--- src/include/status_pkg.sv ---
// Shared constants and carriers for the audio serial status-flag block
package status_pkg;
	// Register indices; byte address is four times the index
	localparam logic [23:0] STATUS_IDX = 24'hff_ffb3;
	localparam logic [23:0] CTRL_IDX   = 24'h00_0010;
	localparam logic [31:0] CTRL_RST   = 32'h0000_0000;
	localparam int          STATUS_W   = 24;
	localparam int          RX_N       = 4;
	localparam int          TX_N       = 6;
	localparam int          PIN_N      = 3;

	// Status word bit positions
	localparam int B_IF0  = 0;
	localparam int B_RFS  = 6;
	localparam int B_ROE  = 7;
	localparam int B_RDF  = 8;
	localparam int B_RECEIVE_EVEN_FULL_FLAG = 9;
	localparam int B_RECEIVE_ODD_FULL_FLAG = 10;
	localparam int B_TFS  = 13;
	localparam int B_TUE  = 14;
	localparam int B_TDE  = 15;
	localparam logic [23:0] STATUS_USED = 24'h00_e7c7;

	// Control register field positions
	localparam int C_SYN   = 0;
	localparam int C_RX_CLOCK_DIRECTION  = 1;
	localparam int C_RX_FRAMESYNC_DIRECTION  = 2;
	localparam int C_RX_HIGHCLOCK_DIRECTION = 3;
	localparam int C_TX_BUFFER_ENABLE_SELECT  = 4;
	localparam int C_PIN   = 5;
	localparam int C_NET   = 8;
	localparam int C_RX_EXCEPTION_IRQ_ENABLE  = 9;
	localparam int C_RIE   = 10;
	localparam int C_RX_EVEN_IRQ_ENABLE = 11;
	localparam int C_TIE   = 12;
	localparam int C_TX_EXCEPTION_IRQ_ENABLE  = 13;
	localparam int C_RXEN  = 16;
	localparam int C_TXEN  = 24;

	typedef struct packed {
		logic [2:0] in_flag;
		logic       receive_frame_start_flag;
		logic       receive_overrun_flag;
		logic       receive_full_flag;
		logic       receive_even_full_flag;
		logic       receive_odd_full_flag;
		logic       transmit_frame_start_flag;
		logic       transmit_underrun_flag;
		logic       transmit_empty_flag;
	} flags_t;

	typedef struct packed {
		logic       xfer;
		logic       first_bit;
		logic       fs_seen;
		logic       odd_slot;
		logic [3:0] read;
	} rx_evt_t;

	typedef struct packed {
		logic       slot_start;
		logic       first_slot;
		logic       slot_on;
		logic       load;
		logic       null_wr;
		logic [5:0] write;
	} tx_evt_t;
endpackage

--- src/core/audio_serial_status_flags.sv ---
// Status word, flag sequencing and requests of the audio serial unit
`timescale 1ns/1ns
//
// Contract
// - Status word read-only, reserved bits zero
// - Flag zero needs bit clock pin input
// - Flag one needs frame pin input, no buffer
// - Flag two needs high clock pin input
// - Sample pin at first bit, copy on transfer
// - Frame start marks first slot words
// - Frame start valid with receivers; normal reads one
// - Overrun when transfer meets full holding
// - Overrun raises exception request when enabled
// - Overrun clears: status read, then all reads
// - Full sets on transfer, clears after reads
// - Full raises data request when enabled
// - Even full on even slot transfer
// - Even full clears on reads, raises request
// - Odd full on odd slot, clears on reads
// - Transmit frame start only in first slot
// - First slot writes go out in slot two
// - Transmit frame start valid; normal reads one
// - Underrun on empty slot, resend, request
// - Underrun clears: status read, then writes
// - Empty sets on load in an active slot
// - Empty clears on all writes or null
// - Every reset clears every status flag
// - Receive exception request outranks receive data requests
module audio_serial_status_flags
	import status_pkg::*;
(
	// Clock and reset
	input  wire logic                   pclk,
	input  wire logic                   presetn,
	// APB slave
	input  wire logic                   psel,
	input  wire logic                   penable,
	input  wire logic                   pwrite,
	input  wire logic [31:0]            paddr,
	input  wire logic [31:0]            pwdata,
	output logic      [31:0]            prdata,
	output logic                        pready,
	output logic                        pslverr,
	// Receiver pins: bit clock, frame sync, high clock
	input  wire logic [2:0]             rx_pins,
	// Datapath events
	input  status_pkg::rx_evt_t         rx_evt,
	input  status_pkg::tx_evt_t         tx_evt,
	// Software, unit and stop resets
	input  wire logic                   soft_reset,
	input  wire logic                   unit_reset,
	input  wire logic                   stop_reset,
	// Requests and datapath control
	output logic                        irq_rx_exc,
	output logic                        irq_rx,
	output logic                        irq_rx_even,
	output logic                        irq_tx,
	output logic                        irq_tx_exc,
	output logic                        tx_resend,
	output logic                        tx_pending_r
);
	import status_pkg::*;

	logic [31:0] ctrl_r;
	flags_t      st_r;
	logic [2:0]  pin_lvl;
	logic [2:0]  pin_smp_r;
	logic [3:0]  rx_mask_r;
	logic [5:0]  tx_mask_r;
	logic        roe_arm_r;
	logic        tue_arm_r;
	logic [31:0] rd_nxt;
	logic [23:0] status_word;
	logic [2:0]  flag_en;
	logic        clear_all;
	logic        hit_status;
	logic        hit_ctrl;
	logic        apb_done;
	logic        st_read;
	logic        rx_all_read;
	logic        tx_all_written;
	logic        net;
	logic [3:0]  rx_en;
	logic [5:0]  tx_en;
	logic        tx_short;

	// True when this event completes coverage of every enabled unit
	function automatic logic all_done(input logic [5:0] mask, input logic [5:0] hit,
		input logic [5:0] en);
		all_done = (en != 6'h00) && ((hit & en) != 6'h00) && (((mask | hit) & en) == en);
	endfunction

	function automatic logic idx_hit(input logic [31:0] addr, input logic [23:0] idx);
		idx_hit = (addr[1:0] == 2'b00) && (addr[31:26] == 6'h00) && (addr[25:2] == idx);
	endfunction

	// Pins arrive from another clock domain
	pin_sync #(
		.W(PIN_N)
	) u_pin_sync (
		.pclk      (pclk),
		.presetn   (presetn),
		.pin_in    (rx_pins),
		.level_out (pin_lvl)
	);

	assign net   = ctrl_r[C_NET];
	assign rx_en = ctrl_r[C_RXEN +: RX_N];
	assign tx_en = ctrl_r[C_TXEN +: TX_N];
	assign clear_all = soft_reset | unit_reset | stop_reset;

	// Input flag enables from pin assignment and direction
	assign flag_en[0] = ctrl_r[C_PIN] & ctrl_r[C_SYN] & ~ctrl_r[C_RX_CLOCK_DIRECTION];
	assign flag_en[1] = ctrl_r[C_PIN + 1] & ctrl_r[C_SYN] & ~ctrl_r[C_RX_FRAMESYNC_DIRECTION]
		& ~ctrl_r[C_TX_BUFFER_ENABLE_SELECT];
	assign flag_en[2] = ctrl_r[C_PIN + 2] & ctrl_r[C_SYN] & ~ctrl_r[C_RX_HIGHCLOCK_DIRECTION];

	// Reserved positions stay zero
	always_comb begin
		status_word = '0;
		status_word[B_IF0 +: 3] = st_r.in_flag & flag_en;
		status_word[B_RFS]  = st_r.receive_frame_start_flag;
		status_word[B_ROE]  = st_r.receive_overrun_flag;
		status_word[B_RDF]  = st_r.receive_full_flag;
		status_word[B_RECEIVE_EVEN_FULL_FLAG] = st_r.receive_even_full_flag;
		status_word[B_RECEIVE_ODD_FULL_FLAG] = st_r.receive_odd_full_flag;
		status_word[B_TFS]  = st_r.transmit_frame_start_flag;
		status_word[B_TUE]  = st_r.transmit_underrun_flag;
		status_word[B_TDE]  = st_r.transmit_empty_flag;
	end

	// APB: one registered wait answer per access
	assign hit_status = idx_hit(paddr, STATUS_IDX);
	assign hit_ctrl   = idx_hit(paddr, CTRL_IDX);
	assign apb_done   = psel & penable & pready;
	assign st_read    = apb_done & ~pwrite & hit_status;

	always_comb begin
		rd_nxt = 32'h0000_0000;
		if (hit_status) begin
			rd_nxt = {8'h00, status_word};
		end else if (hit_ctrl) begin
			rd_nxt = ctrl_r;
		end
	end

	always_ff @(posedge pclk or negedge presetn) begin
		if (!presetn) begin
			pready  <= 1'b0;
			prdata  <= 32'h0000_0000;
			pslverr <= 1'b0;
		end else if (psel & ~penable) begin
			pready  <= 1'b1;
			prdata  <= pwrite ? 32'h0000_0000 : rd_nxt;
			// Writes to the status word are refused
			pslverr <= ~(hit_ctrl | (hit_status & ~pwrite));
		end else if (apb_done) begin
			pready  <= 1'b0;
			pslverr <= 1'b0;
		end
	end

	always_ff @(posedge pclk or negedge presetn) begin
		if (!presetn) begin
			ctrl_r <= CTRL_RST;
		end else if (apb_done & pwrite & hit_ctrl) begin
			ctrl_r <= pwdata;
		end
	end

	// Read and write coverage since the last transfer or load
	assign rx_all_read    = all_done({2'b00, rx_mask_r}, {2'b00, rx_evt.read},
		{2'b00, rx_en});
	assign tx_all_written = all_done(tx_mask_r, tx_evt.write, tx_en);

	always_ff @(posedge pclk or negedge presetn) begin
		if (!presetn) begin
			rx_mask_r <= '0;
		end else if (clear_all | rx_evt.xfer | rx_all_read) begin
			rx_mask_r <= '0;
		end else begin
			rx_mask_r <= rx_mask_r | (rx_evt.read & rx_en);
		end
	end

	always_ff @(posedge pclk or negedge presetn) begin
		if (!presetn) begin
			tx_mask_r <= '0;
		end else if (clear_all | tx_evt.load | tx_all_written | tx_evt.null_wr) begin
			tx_mask_r <= '0;
		end else begin
			tx_mask_r <= tx_mask_r | (tx_evt.write & tx_en);
		end
	end

	// Pin level caught at first data bit after frame sync
	always_ff @(posedge pclk or negedge presetn) begin
		if (!presetn) begin
			pin_smp_r <= '0;
		end else if (rx_evt.first_bit) begin
			pin_smp_r <= pin_lvl;
		end
	end

	always_ff @(posedge pclk or negedge presetn) begin
		if (!presetn) begin
			st_r.in_flag <= '0;
		end else if (clear_all) begin
			st_r.in_flag <= '0;
		end else if (rx_evt.xfer) begin
			st_r.in_flag <= pin_smp_r & flag_en;
		end
	end

	// Receive full group; transfer beats a same-cycle clearing read
	always_ff @(posedge pclk or negedge presetn) begin
		if (!presetn) begin
			st_r.receive_full_flag  <= 1'b0;
			st_r.receive_even_full_flag <= 1'b0;
			st_r.receive_odd_full_flag <= 1'b0;
			st_r.receive_frame_start_flag  <= 1'b0;
		end else if (clear_all) begin
			st_r.receive_full_flag  <= 1'b0;
			st_r.receive_even_full_flag <= 1'b0;
			st_r.receive_odd_full_flag <= 1'b0;
			st_r.receive_frame_start_flag  <= 1'b0;
		end else if (rx_evt.xfer && rx_en != 4'h0) begin
			st_r.receive_full_flag  <= 1'b1;
			st_r.receive_even_full_flag <= net & ~rx_evt.odd_slot;
			st_r.receive_odd_full_flag <= net & rx_evt.odd_slot;
			// Normal mode has only the frame sync slot
			st_r.receive_frame_start_flag  <= ~net | rx_evt.fs_seen;
		end else if (rx_all_read) begin
			st_r.receive_full_flag  <= 1'b0;
			st_r.receive_even_full_flag <= 1'b0;
			st_r.receive_odd_full_flag <= 1'b0;
		end
	end

	// Overrun clears only after status read then all enabled reads
	always_ff @(posedge pclk or negedge presetn) begin
		if (!presetn) begin
			st_r.receive_overrun_flag  <= 1'b0;
			roe_arm_r <= 1'b0;
		end else if (clear_all) begin
			st_r.receive_overrun_flag  <= 1'b0;
			roe_arm_r <= 1'b0;
		end else if (rx_evt.xfer && rx_en != 4'h0 && st_r.receive_full_flag) begin
			st_r.receive_overrun_flag  <= 1'b1;
			roe_arm_r <= 1'b0;
		end else if (roe_arm_r & rx_all_read) begin
			st_r.receive_overrun_flag  <= 1'b0;
			roe_arm_r <= 1'b0;
		end else if (st_read & prdata[B_ROE]) begin
			roe_arm_r <= 1'b1;
		end
	end

	// Transmit frame start follows slot position
	always_ff @(posedge pclk or negedge presetn) begin
		if (!presetn) begin
			st_r.transmit_frame_start_flag <= 1'b0;
		end else if (clear_all) begin
			st_r.transmit_frame_start_flag <= 1'b0;
		end else if (tx_evt.slot_start && tx_en != 6'h00) begin
			st_r.transmit_frame_start_flag <= ~net | tx_evt.first_slot;
		end
	end

	// Unwritten enabled transmitters at an active slot
	assign tx_short = ((tx_mask_r | tx_evt.write) & tx_en) != tx_en;
	assign tx_resend = tx_evt.slot_start & tx_evt.slot_on & ~tx_pending_r
		& tx_short & (tx_en != 6'h00);

	always_ff @(posedge pclk or negedge presetn) begin
		if (!presetn) begin
			st_r.transmit_underrun_flag  <= 1'b0;
			tue_arm_r <= 1'b0;
		end else if (clear_all) begin
			st_r.transmit_underrun_flag  <= 1'b0;
			tue_arm_r <= 1'b0;
		end else if (tx_resend) begin
			st_r.transmit_underrun_flag  <= 1'b1;
			tue_arm_r <= 1'b0;
		end else if (tue_arm_r & (tx_all_written | tx_evt.null_wr)) begin
			st_r.transmit_underrun_flag  <= 1'b0;
			tue_arm_r <= 1'b0;
		end else if (st_read & prdata[B_TUE]) begin
			tue_arm_r <= 1'b1;
		end
	end

	// Null slot counts as a complete write set; a load sets empty only in an active slot
	always_ff @(posedge pclk or negedge presetn) begin
		if (!presetn) begin
			st_r.transmit_empty_flag <= 1'b0;
		end else if (clear_all) begin
			st_r.transmit_empty_flag <= 1'b0;
		end else if (tx_evt.load && tx_evt.slot_on && tx_en != 6'h00) begin
			st_r.transmit_empty_flag <= 1'b1;
		end else if (tx_all_written | tx_evt.null_wr) begin
			st_r.transmit_empty_flag <= 1'b0;
		end
	end

	// Complete write set waits for the next slot's load
	always_ff @(posedge pclk or negedge presetn) begin
		if (!presetn) begin
			tx_pending_r <= 1'b0;
		end else if (clear_all | tx_evt.load) begin
			tx_pending_r <= 1'b0;
		end else if (tx_all_written | tx_evt.null_wr) begin
			tx_pending_r <= 1'b1;
		end
	end

	// The receive exception request masks the plain receive requests
	assign irq_rx_exc  = st_r.receive_overrun_flag & ctrl_r[C_RX_EXCEPTION_IRQ_ENABLE];
	assign irq_rx      = st_r.receive_full_flag & ctrl_r[C_RIE] & ~irq_rx_exc;
	assign irq_rx_even = st_r.receive_even_full_flag & ctrl_r[C_RX_EVEN_IRQ_ENABLE] & ~irq_rx_exc;
	assign irq_tx      = st_r.transmit_empty_flag & ctrl_r[C_TIE];
	assign irq_tx_exc  = st_r.transmit_underrun_flag & ctrl_r[C_TX_EXCEPTION_IRQ_ENABLE];
endmodule

--- src/core/pin_sync.sv ---
// Three-stage pin synchroniser with second/third stage agreement
`timescale 1ns/1ns
module pin_sync #(
	parameter int W = 3
) (
	// Clock and reset
	input  wire logic         pclk,
	input  wire logic         presetn,
	// Pins and filtered levels
	input  wire logic [W-1:0] pin_in,
	output logic      [W-1:0] level_out
);
	logic [W-1:0] s1_r;
	logic [W-1:0] s2_r;
	logic [W-1:0] s3_r;

	always_ff @(posedge pclk or negedge presetn) begin
		if (!presetn) begin
			s1_r <= '0;
			s2_r <= '0;
			s3_r <= '0;
		end else begin
			s1_r <= pin_in;
			s2_r <= s1_r;
			s3_r <= s2_r;
		end
	end

	// A change counts only once two stages agree
	always_ff @(posedge pclk or negedge presetn) begin
		if (!presetn) begin
			level_out <= '0;
		end else begin
			level_out <= (s2_r & s3_r) | (level_out & (s2_r | s3_r));
		end
	end
endmodule

--- config.mk ---
export PLATFORM = sky130hd
export DESIGN_NAME = audio_serial_status_flags
export DESIGN_NICKNAME = d
export VERILOG_FILES = /design/src/include/status_pkg.sv /design/src/core/audio_serial_status_flags.sv /design/src/core/pin_sync.sv
export SDC_FILE = /design/constraint.sdc
export NUM_CORES = 1
export LEC_CHECK = 0
export BUFFER_PORTS_ARGS = -buffer_cell sky130_fd_sc_hd__buf_2
export CORE_MARGIN = 2
export CORE_UTILIZATION = 25
export DETAILED_ROUTE_END_ITERATION = 10
export GPL_ROUTABILITY_DRIVEN = 0
export PLACE_DENSITY = 0.43
export SKIP_LAST_GASP = 1
export SYNTH_ARGS = -nofsm -noshare
export SYNTH_HDL_FRONTEND = slang
export SYNTH_SLANG_ARGS = --single-unit
--- constraint.sdc ---
create_clock -name pclk -period 2.4 [get_ports pclk]
set_input_delay 0.12 -clock pclk [delete_from_list [all_inputs] [get_ports pclk]]
set_output_delay 0.12 -clock pclk [all_outputs]
set_load 0.1 [all_outputs]
==> results of run 1 <==
layout by cell type, fill, tap and decap left out, drive strengths merged, types with 2 or more instances in the layout:
master       synthesis  layout
a21oi               18      18
a22o                24      24
a22oi               16      16
a32oi                3       3
and2                 3       3
and3                 4       4
buf                  7     140
clkbuf               6       9
clkinv               0       4
dfrtp              105     105
dlygate4sd3          0      29
inv                  7       9
maj3                 3       3
mux2                35      35
nand2               35      35
nand2b               4       4
nand3               10      10
nand4                7       7
nor2                28      28
nor2b                2       2
nor3                 3       3
nor3b                3       3
nor4                10      10
nor4b                2       2
o21ai                4       4
o41a                 2       2
stage by stage:
step	cell area (um2)	std cells
5_1_grt	5942	749
3_3_place_gp	5374	705
6_report	5942	749
4_1_cts	5922	747
3_5_place_dp	5374	705
2_1_floorplan	4423	353
cells by family after synthesis:
| group | synth area share [%] |
|---|---|
| AND/OR/NAND/NOR | 13.55 |
| AO/OA/AOI/OAI | 12.59 |
| flip-flops | 59.41 |
| buffers and inverters | 2.320 |
| adder cells (fa/ha/maj) | 0.6790 |
| multiplexers | 11.46 |
area by class of cell:
class                           count  area (um2)  share of cell area, %
Tap cell                          225       281.5                  4.738
Inverter                            7       26.28                 0.4422
Sequential cell                   105        2628                  44.22
Clock inverter                      6       52.55                 0.8844
Multi-Input combinational cell    228        1708                  28.74
Timing Repair Buffer              169        1021                  17.18
Clock buffer                        9       225.2                  3.790
power by group through the flow:
stage	combinational [mW]	clock, mW	sequential (mW)
detailed placement	0.228	0	1.84
floorplan	0.0444	0	1.86
global placement	0.225	0	1.84
CTS	0.263	1.47	1.81
global route	0.286	1.53	1.81
finish	0.259	1.40	1.80
per-layer routing:
| metal | up-vias | part of all wire [%] | track usage (%) | routed length, um |
|---|---|---|---|---|
| li1 | 1631 | - | - | - |
| met1 | 1677 | 46 | 17.87 | 5615 |
| met2 | 89 | 47 | 21.31 | 5818 |
| met3 | 18 | 4.5 | 2.889 | 555 |
| met4 | 0 | 2.2 | 5.727 | 273 |
| met5 | - | 0 | 0 | 0 |
flip-flops by register name (all words and copies together), names as in the netlist:
register,cells
u_pin_sync.s3_r,3
tue_arm_r,1
u_pin_sync.s2_r,3
pin_smp_r,3
u_pin_sync.s1_r,3
roe_arm_r,1
ctrl_r,32
u_pin_sync.level_out,3
tx_mask_r,6
prdata,32
tx_pending_r,1
rx_mask_r,4
st_r,11
pready,1
pslverr,1
Yosys cell counts, types with 4 or more instances:
library cell / number / area share [%]
dfrtp_1: 105 / 59
nand2_1: 35 / 3.0
mux2_4: 30 / 10
nor2_1: 28 / 2.4
a22o_1: 24 / 4.8
a21oi_1: 18 / 2.0
a22oi_1: 16 / 2.7
nand3_1: 9 / 1.0
inv_1: 7 / 0.59
nand4_1: 7 / 0.99
nor4_1: 7 / 0.99
clkbuf_1: 6 / 0.51
mux2_2: 5 / 1.3
and3_1: 4 / 0.57
buf_2: 4 / 0.45
nand2b_1: 4 / 0.57
o21ai_0: 4 / 0.45
repair_timing:
action / 4_1_cts / 5_1_grt
endpoints found under the hold margin: 73 / 2
hold buffers: 27 / 2
setup endpoints to repair: 0 / 0
worst max path at each step:
stage | from | endpoint | slack (ns) | depth (start not counted)
2_1_floorplan | tx_pending_r | st_r[1] | 0.27 | 3
3_3_place_gp | paddr[6] | ctrl_r[30] | 0.45 | 7
3_5_place_dp | paddr[6] | ctrl_r[30] | 0.40 | 7
4_1_cts | ctrl_r[25] | tx_resend | 0.30 | 5
5_1_grt | ctrl_r[25] | tx_resend | 0.20 | 5
6_report | ctrl_r[25] | tx_resend | 0.33 | 5
==> flow_metrics.env, run 1 <==
export IMPL_die_width_um=137.0
export IMPL_drive_gt1_share_pct=37.60
export IMPL_switching_share_pct=24.34
export IMPL_skew_ns=0.01103
export IMPL_reg2regPathDepth=4
export IMPL_finalPower_mw=3.464
export IMPL_core_area_um2=17300
export IMPL_synth_fp_nets=447
export IMPL_grt_first_pass_wirelength_mm=18.85
export IMPL_fin_crit_sh_pct=86.37
export IMPL_crit_path_end_kind="primary output"
export IMPL_clockRootBuffer="clkbuf_16"
export IMPL_cpPeakStageDelay_ns=0.45
export IMPL_hold_start="pwdata[4]"
export IMPL_wl_mm=12.26
export IMPL_drc_errors=0
export IMPL_slew_headroom_pct=55.47
export IMPL_setup_viol_count_final=0
export IMPL_synth_cell_types=41
export IMPL_cts_tree="yes"
export IMPL_grt_ovfl_total=0
export IMPL_pre_cts_ws_ns=0.3967
export IMPL_wl_per_cell_um=16.37
export IMPL_ant_nets=0
export IMPL_async_flop_share_pct=100.0
export IMPL_numCtsBuffers=9
export IMPL_avgViaCountPerCell=4.559
export IMPL_min_path_cells=2
export IMPL_cts_sinks=105
export IMPL_rrSetupSlack_ns=0.59
export IMPL_grt_setup_unrepaired="no"
export IMPL_rows=48
export IMPL_powerDensity_nw_per_um2=583.0
export IMPL_synth_cells=353
export IMPL_cp_cell_sequence="nor4_1, nand2_1, and2_1, o311a_1, buf_2"
export IMPL_nets=614
export IMPL_dieArea_um2=18770
export IMPL_drtIter0Drc=123
export IMPL_fin_setup_tns_ns=0
export IMPL_fin_util_pct=34.35
export IMPL_required_ns=2.28
export IMPL_numPortBuffers=134
export IMPL_clk_insertion_delay_late_ns=0.35
export IMPL_critical_path_class="flip-flop to primary output"
export IMPL_startpoint_type="flip-flop"
export IMPL_vdd_ir_drop_max_v=0.0003361
export IMPL_ys_dominant_reg_cell="dfrtp_1"
export IMPL_p_sw_uw=843.2
export IMPL_pwr_share_comb_pct=7.5
export IMPL_layout_min_cycle_time_ns=2.073
export IMPL_hpwl_mm=8.709
export IMPL_grt_max_degree=50
export IMPL_critPathTopFamily="simple AND/OR/NAND/NOR gates"
export IMPL_synthesis_area_um2=4423
export IMPL_fp_dieH_um=137.0
export IMPL_ioPinCount=135
export IMPL_ys_warnings_count=0
export IMPL_grt_total_usage_pct=13.49
export IMPL_synth_edf_count=0
export IMPL_holdWs_ns=0.01457
export IMPL_max_freq_mhz=482.4
export IMPL_p_int_mw=2.621
export IMPL_fill_cells=1767
export IMPL_antenna_found_initial=0
export IMPL_cp_buffers_inverters=1
export IMPL_reg2reg_from="pready"
export IMPL_cp_arrival_ns=1.95
export IMPL_drv_slew=0
export IMPL_area_growth_pct=34.34
export IMPL_synth_seq_cells=105
export IMPL_htreeDepth=3
export IMPL_slowest_stage="dfrtp_1"
export IMPL_vias=3415
export IMPL_clkPwrFrac_pct=40.4
export IMPL_diodes=0
export IMPL_yosysSeqAreaShare_pct=59.41
export IMPL_power_leakage_nw=3.013
export IMPL_ctsResizeCount=0
export IMPL_worstReg2RegEnd="ctrl_r[30]"
export IMPL_worst_pin_slew_ns=0.6679
export IMPL_avgSynthCellArea_um2=12.53
export IMPL_drt_pass1_iter_count=4
export IMPL_hold_end="ctrl_r[4]"
export IMPL_path_clk_slew_ns=0.08
export IMPL_cts_buffer_depth=2
export IMPL_hold_class="input port to flip-flop"
export IMPL_first_global_vias=3447
export IMPL_worstPathMaxFanout=6
export IMPL_outcome="completed"
export IMPL_hold_viol_final=0
export IMPL_maxCapViolCount=0
export IMPL_post_cts_setup_buffer_count=0
export IMPL_start_util_pct=25.57
export IMPL_p_seq_share_pct=52.1
export IMPL_setup_slack_ns=0.3271
Note: power is estimated with default switching activity, not from simulation.
==> run 2: changes to the inputs <==
CORE_ASPECT_RATIO = 0.8   (was unset)
==> flow_metrics.env, run 2 (synthesis results as in run 1) <==
export IMPL_reg_largest_list="ctrl_r (32), prdata (32), st_r (11)"
export IMPL_fin_setup_tns_ns=0
export IMPL_outcome="completed"
export IMPL_cts_hold_buf=30
export IMPL_final_cell_mix="buf_2, dfrtp_1, nand2_1, mux2_4, dlygate4sd3_1"
export IMPL_drc_errors=0
export IMPL_diodes=0
export IMPL_fin_util_pct=34.62
export IMPL_grt_total_usage_pct=13.36
export IMPL_layout_min_cycle_time_ns=2.028
export IMPL_grt_ovfl_total=0
export IMPL_min_path_cells=2
export IMPL_drt_pass1_iter_count=5
export IMPL_cts_sinks=105
export IMPL_power_leakage_nw=3.040
export IMPL_worst_pin_slew_ns=0.7113
export IMPL_area_growth_pct=35.59
export IMPL_drive_gt1_share_pct=37.64
export IMPL_cts_buffer_depth=2
export IMPL_required_ns=2.28
export IMPL_ioPinCount=135
export IMPL_finalPower_mw=3.651
export IMPL_rrSetupSlack_ns=0.59
export IMPL_reg2regPathDepth=4
export IMPL_setup_viol_count_final=0
export IMPL_vdd_ir_drop_max_v=0.0002686
export IMPL_wl_per_cell_um=16.03
export IMPL_grt_max_degree=53
export IMPL_numCtsBuffers=9
export IMPL_skew_ns=0.006536
export IMPL_antenna_found_initial=0
export IMPL_core_area_um2=17320
export IMPL_ctsResizeCount=0
export IMPL_cp_arrival_ns=1.91
export IMPL_powerDensity_nw_per_um2=608.9
export IMPL_reg2reg_from="pready"
export IMPL_start_util_pct=25.53
export IMPL_maxCapViolCount=0
export IMPL_fp_dieH_um=123.0
export IMPL_first_global_vias=3566
export IMPL_grt_setup_unrepaired="no"
export IMPL_crit_path_end_kind="primary output"
export IMPL_avgViaCountPerCell=4.539
export IMPL_hold_end="ctrl_r[13]"
export IMPL_hold_start="pwdata[13]"
export IMPL_wl_mm=12.04
export IMPL_worstReg2RegEnd="ctrl_r[29]"
export IMPL_post_cts_setup_buffer_count=0
export IMPL_max_freq_mhz=493.0
export IMPL_critical_path_class="flip-flop to primary output"
export IMPL_grt_first_pass_wirelength_mm=19.49
export IMPL_die_width_um=152.7
export IMPL_drv_slew=0
export IMPL_clockRootBuffer="clkbuf_16"
export IMPL_hpwl_mm=8.570
export IMPL_startpoint_type="flip-flop"
export IMPL_vias=3409
export IMPL_fin_crit_sh_pct=84.51
export IMPL_drtIter0Drc=168
export IMPL_clk_insertion_delay_late_ns=0.35
export IMPL_slew_headroom_pct=52.58
export IMPL_hold_viol_final=0
export IMPL_numPortBuffers=134
export IMPL_hold_class="input port to flip-flop"
export IMPL_worstPathMaxFanout=6
export IMPL_htreeDepth=3
export IMPL_final_common_cell="buf_2"
export IMPL_ant_nets=0
export IMPL_nets=615
export IMPL_path_clk_slew_ns=0.07
export IMPL_rows=43
export IMPL_holdWs_ns=0.01476
export IMPL_dieArea_um2=18780
export IMPL_cts_tree="yes"
## run 2: cell types whose count changed in the layout (fill, tap and decap cells not counted), sizes merged
| cell | before | now |
|---|---|---|
| dlygate4sd3 | 29 | 30 |
| bufinv | 0 | 1 |
| inv | 9 | 11 |
| clkbuf | 9 | 10 |
| clkinv | 4 | 1 |
## run 2: area by class of cell
type | instances | area (um2)
Inverter | 7 | 26.28
Clock buffer | 10 | 239.0
Fill cell | 1793 | 11330
Multi-Input combinational cell | 228 | 1708
Clock inverter | 6 | 83.83
Timing Repair Buffer | 170 | 1031
Sequential cell | 105 | 2628
Tap cell | 225 | 281.5
## run 2: per-layer routing
| layer | global-route usage [%] | wire [um] | vias to the layer above |
|---|---|---|---|
| li1 | - | - | 1634 |
| met5 | 0 | 0 | - |
| met3 | 4.031 | 693 | 11 |
| met1 | 18.18 | 5776 | 1672 |
| met2 | 21.05 | 5445 | 92 |
| met4 | 3.356 | 122 | 0 |
## run 2: power breakdown
group / switching (mW) / leakage [nW] / internal (mW)
Clock: 0.722 / 0.159 / 0.867
Sequential: 0.0123 / 1.43 / 1.79
Combinational: 0.142 / 1.45 / 0.117
## run 2: worst max path at each step
stage / startpoint / endpoint / slack (ns) / cells past startpoint
after global placement: paddr[6] / ctrl_r[29] / 0.44 / 7
after floorplan: tx_pending_r / st_r[1] / 0.27 / 3
after CTS: ctrl_r[25] / tx_resend / 0.34 / 5
after detailed placement: paddr[30] / ctrl_r[27] / 0.41 / 7
final: ctrl_r[25] / tx_resend / 0.37 / 5
after global routing: ctrl_r[25] / tx_resend / 0.18 / 5
## run 2: worst max-delay path, cell delays in order (launching register included)
cell and delay (ns):
dfrtp_1 0.46, nor4_1 0.29, nand2_1 0.12, and2_1 0.19
o311a_1 0.18, buf_2 0.32
## run 2: through the flow
step / cells / area (um2) / worst slack [ns]
6_report: 751 / 5997 / 0.3717
2_1_floorplan: 353 / 4423 / 0.2696
3_3_place_gp: 705 / 5374 / 0.4396
3_5_place_dp: 705 / 5374 / 0.4104
4_1_cts: 751 / 5997 / 0.3394
5_1_grt: 751 / 5997 / 0.1808
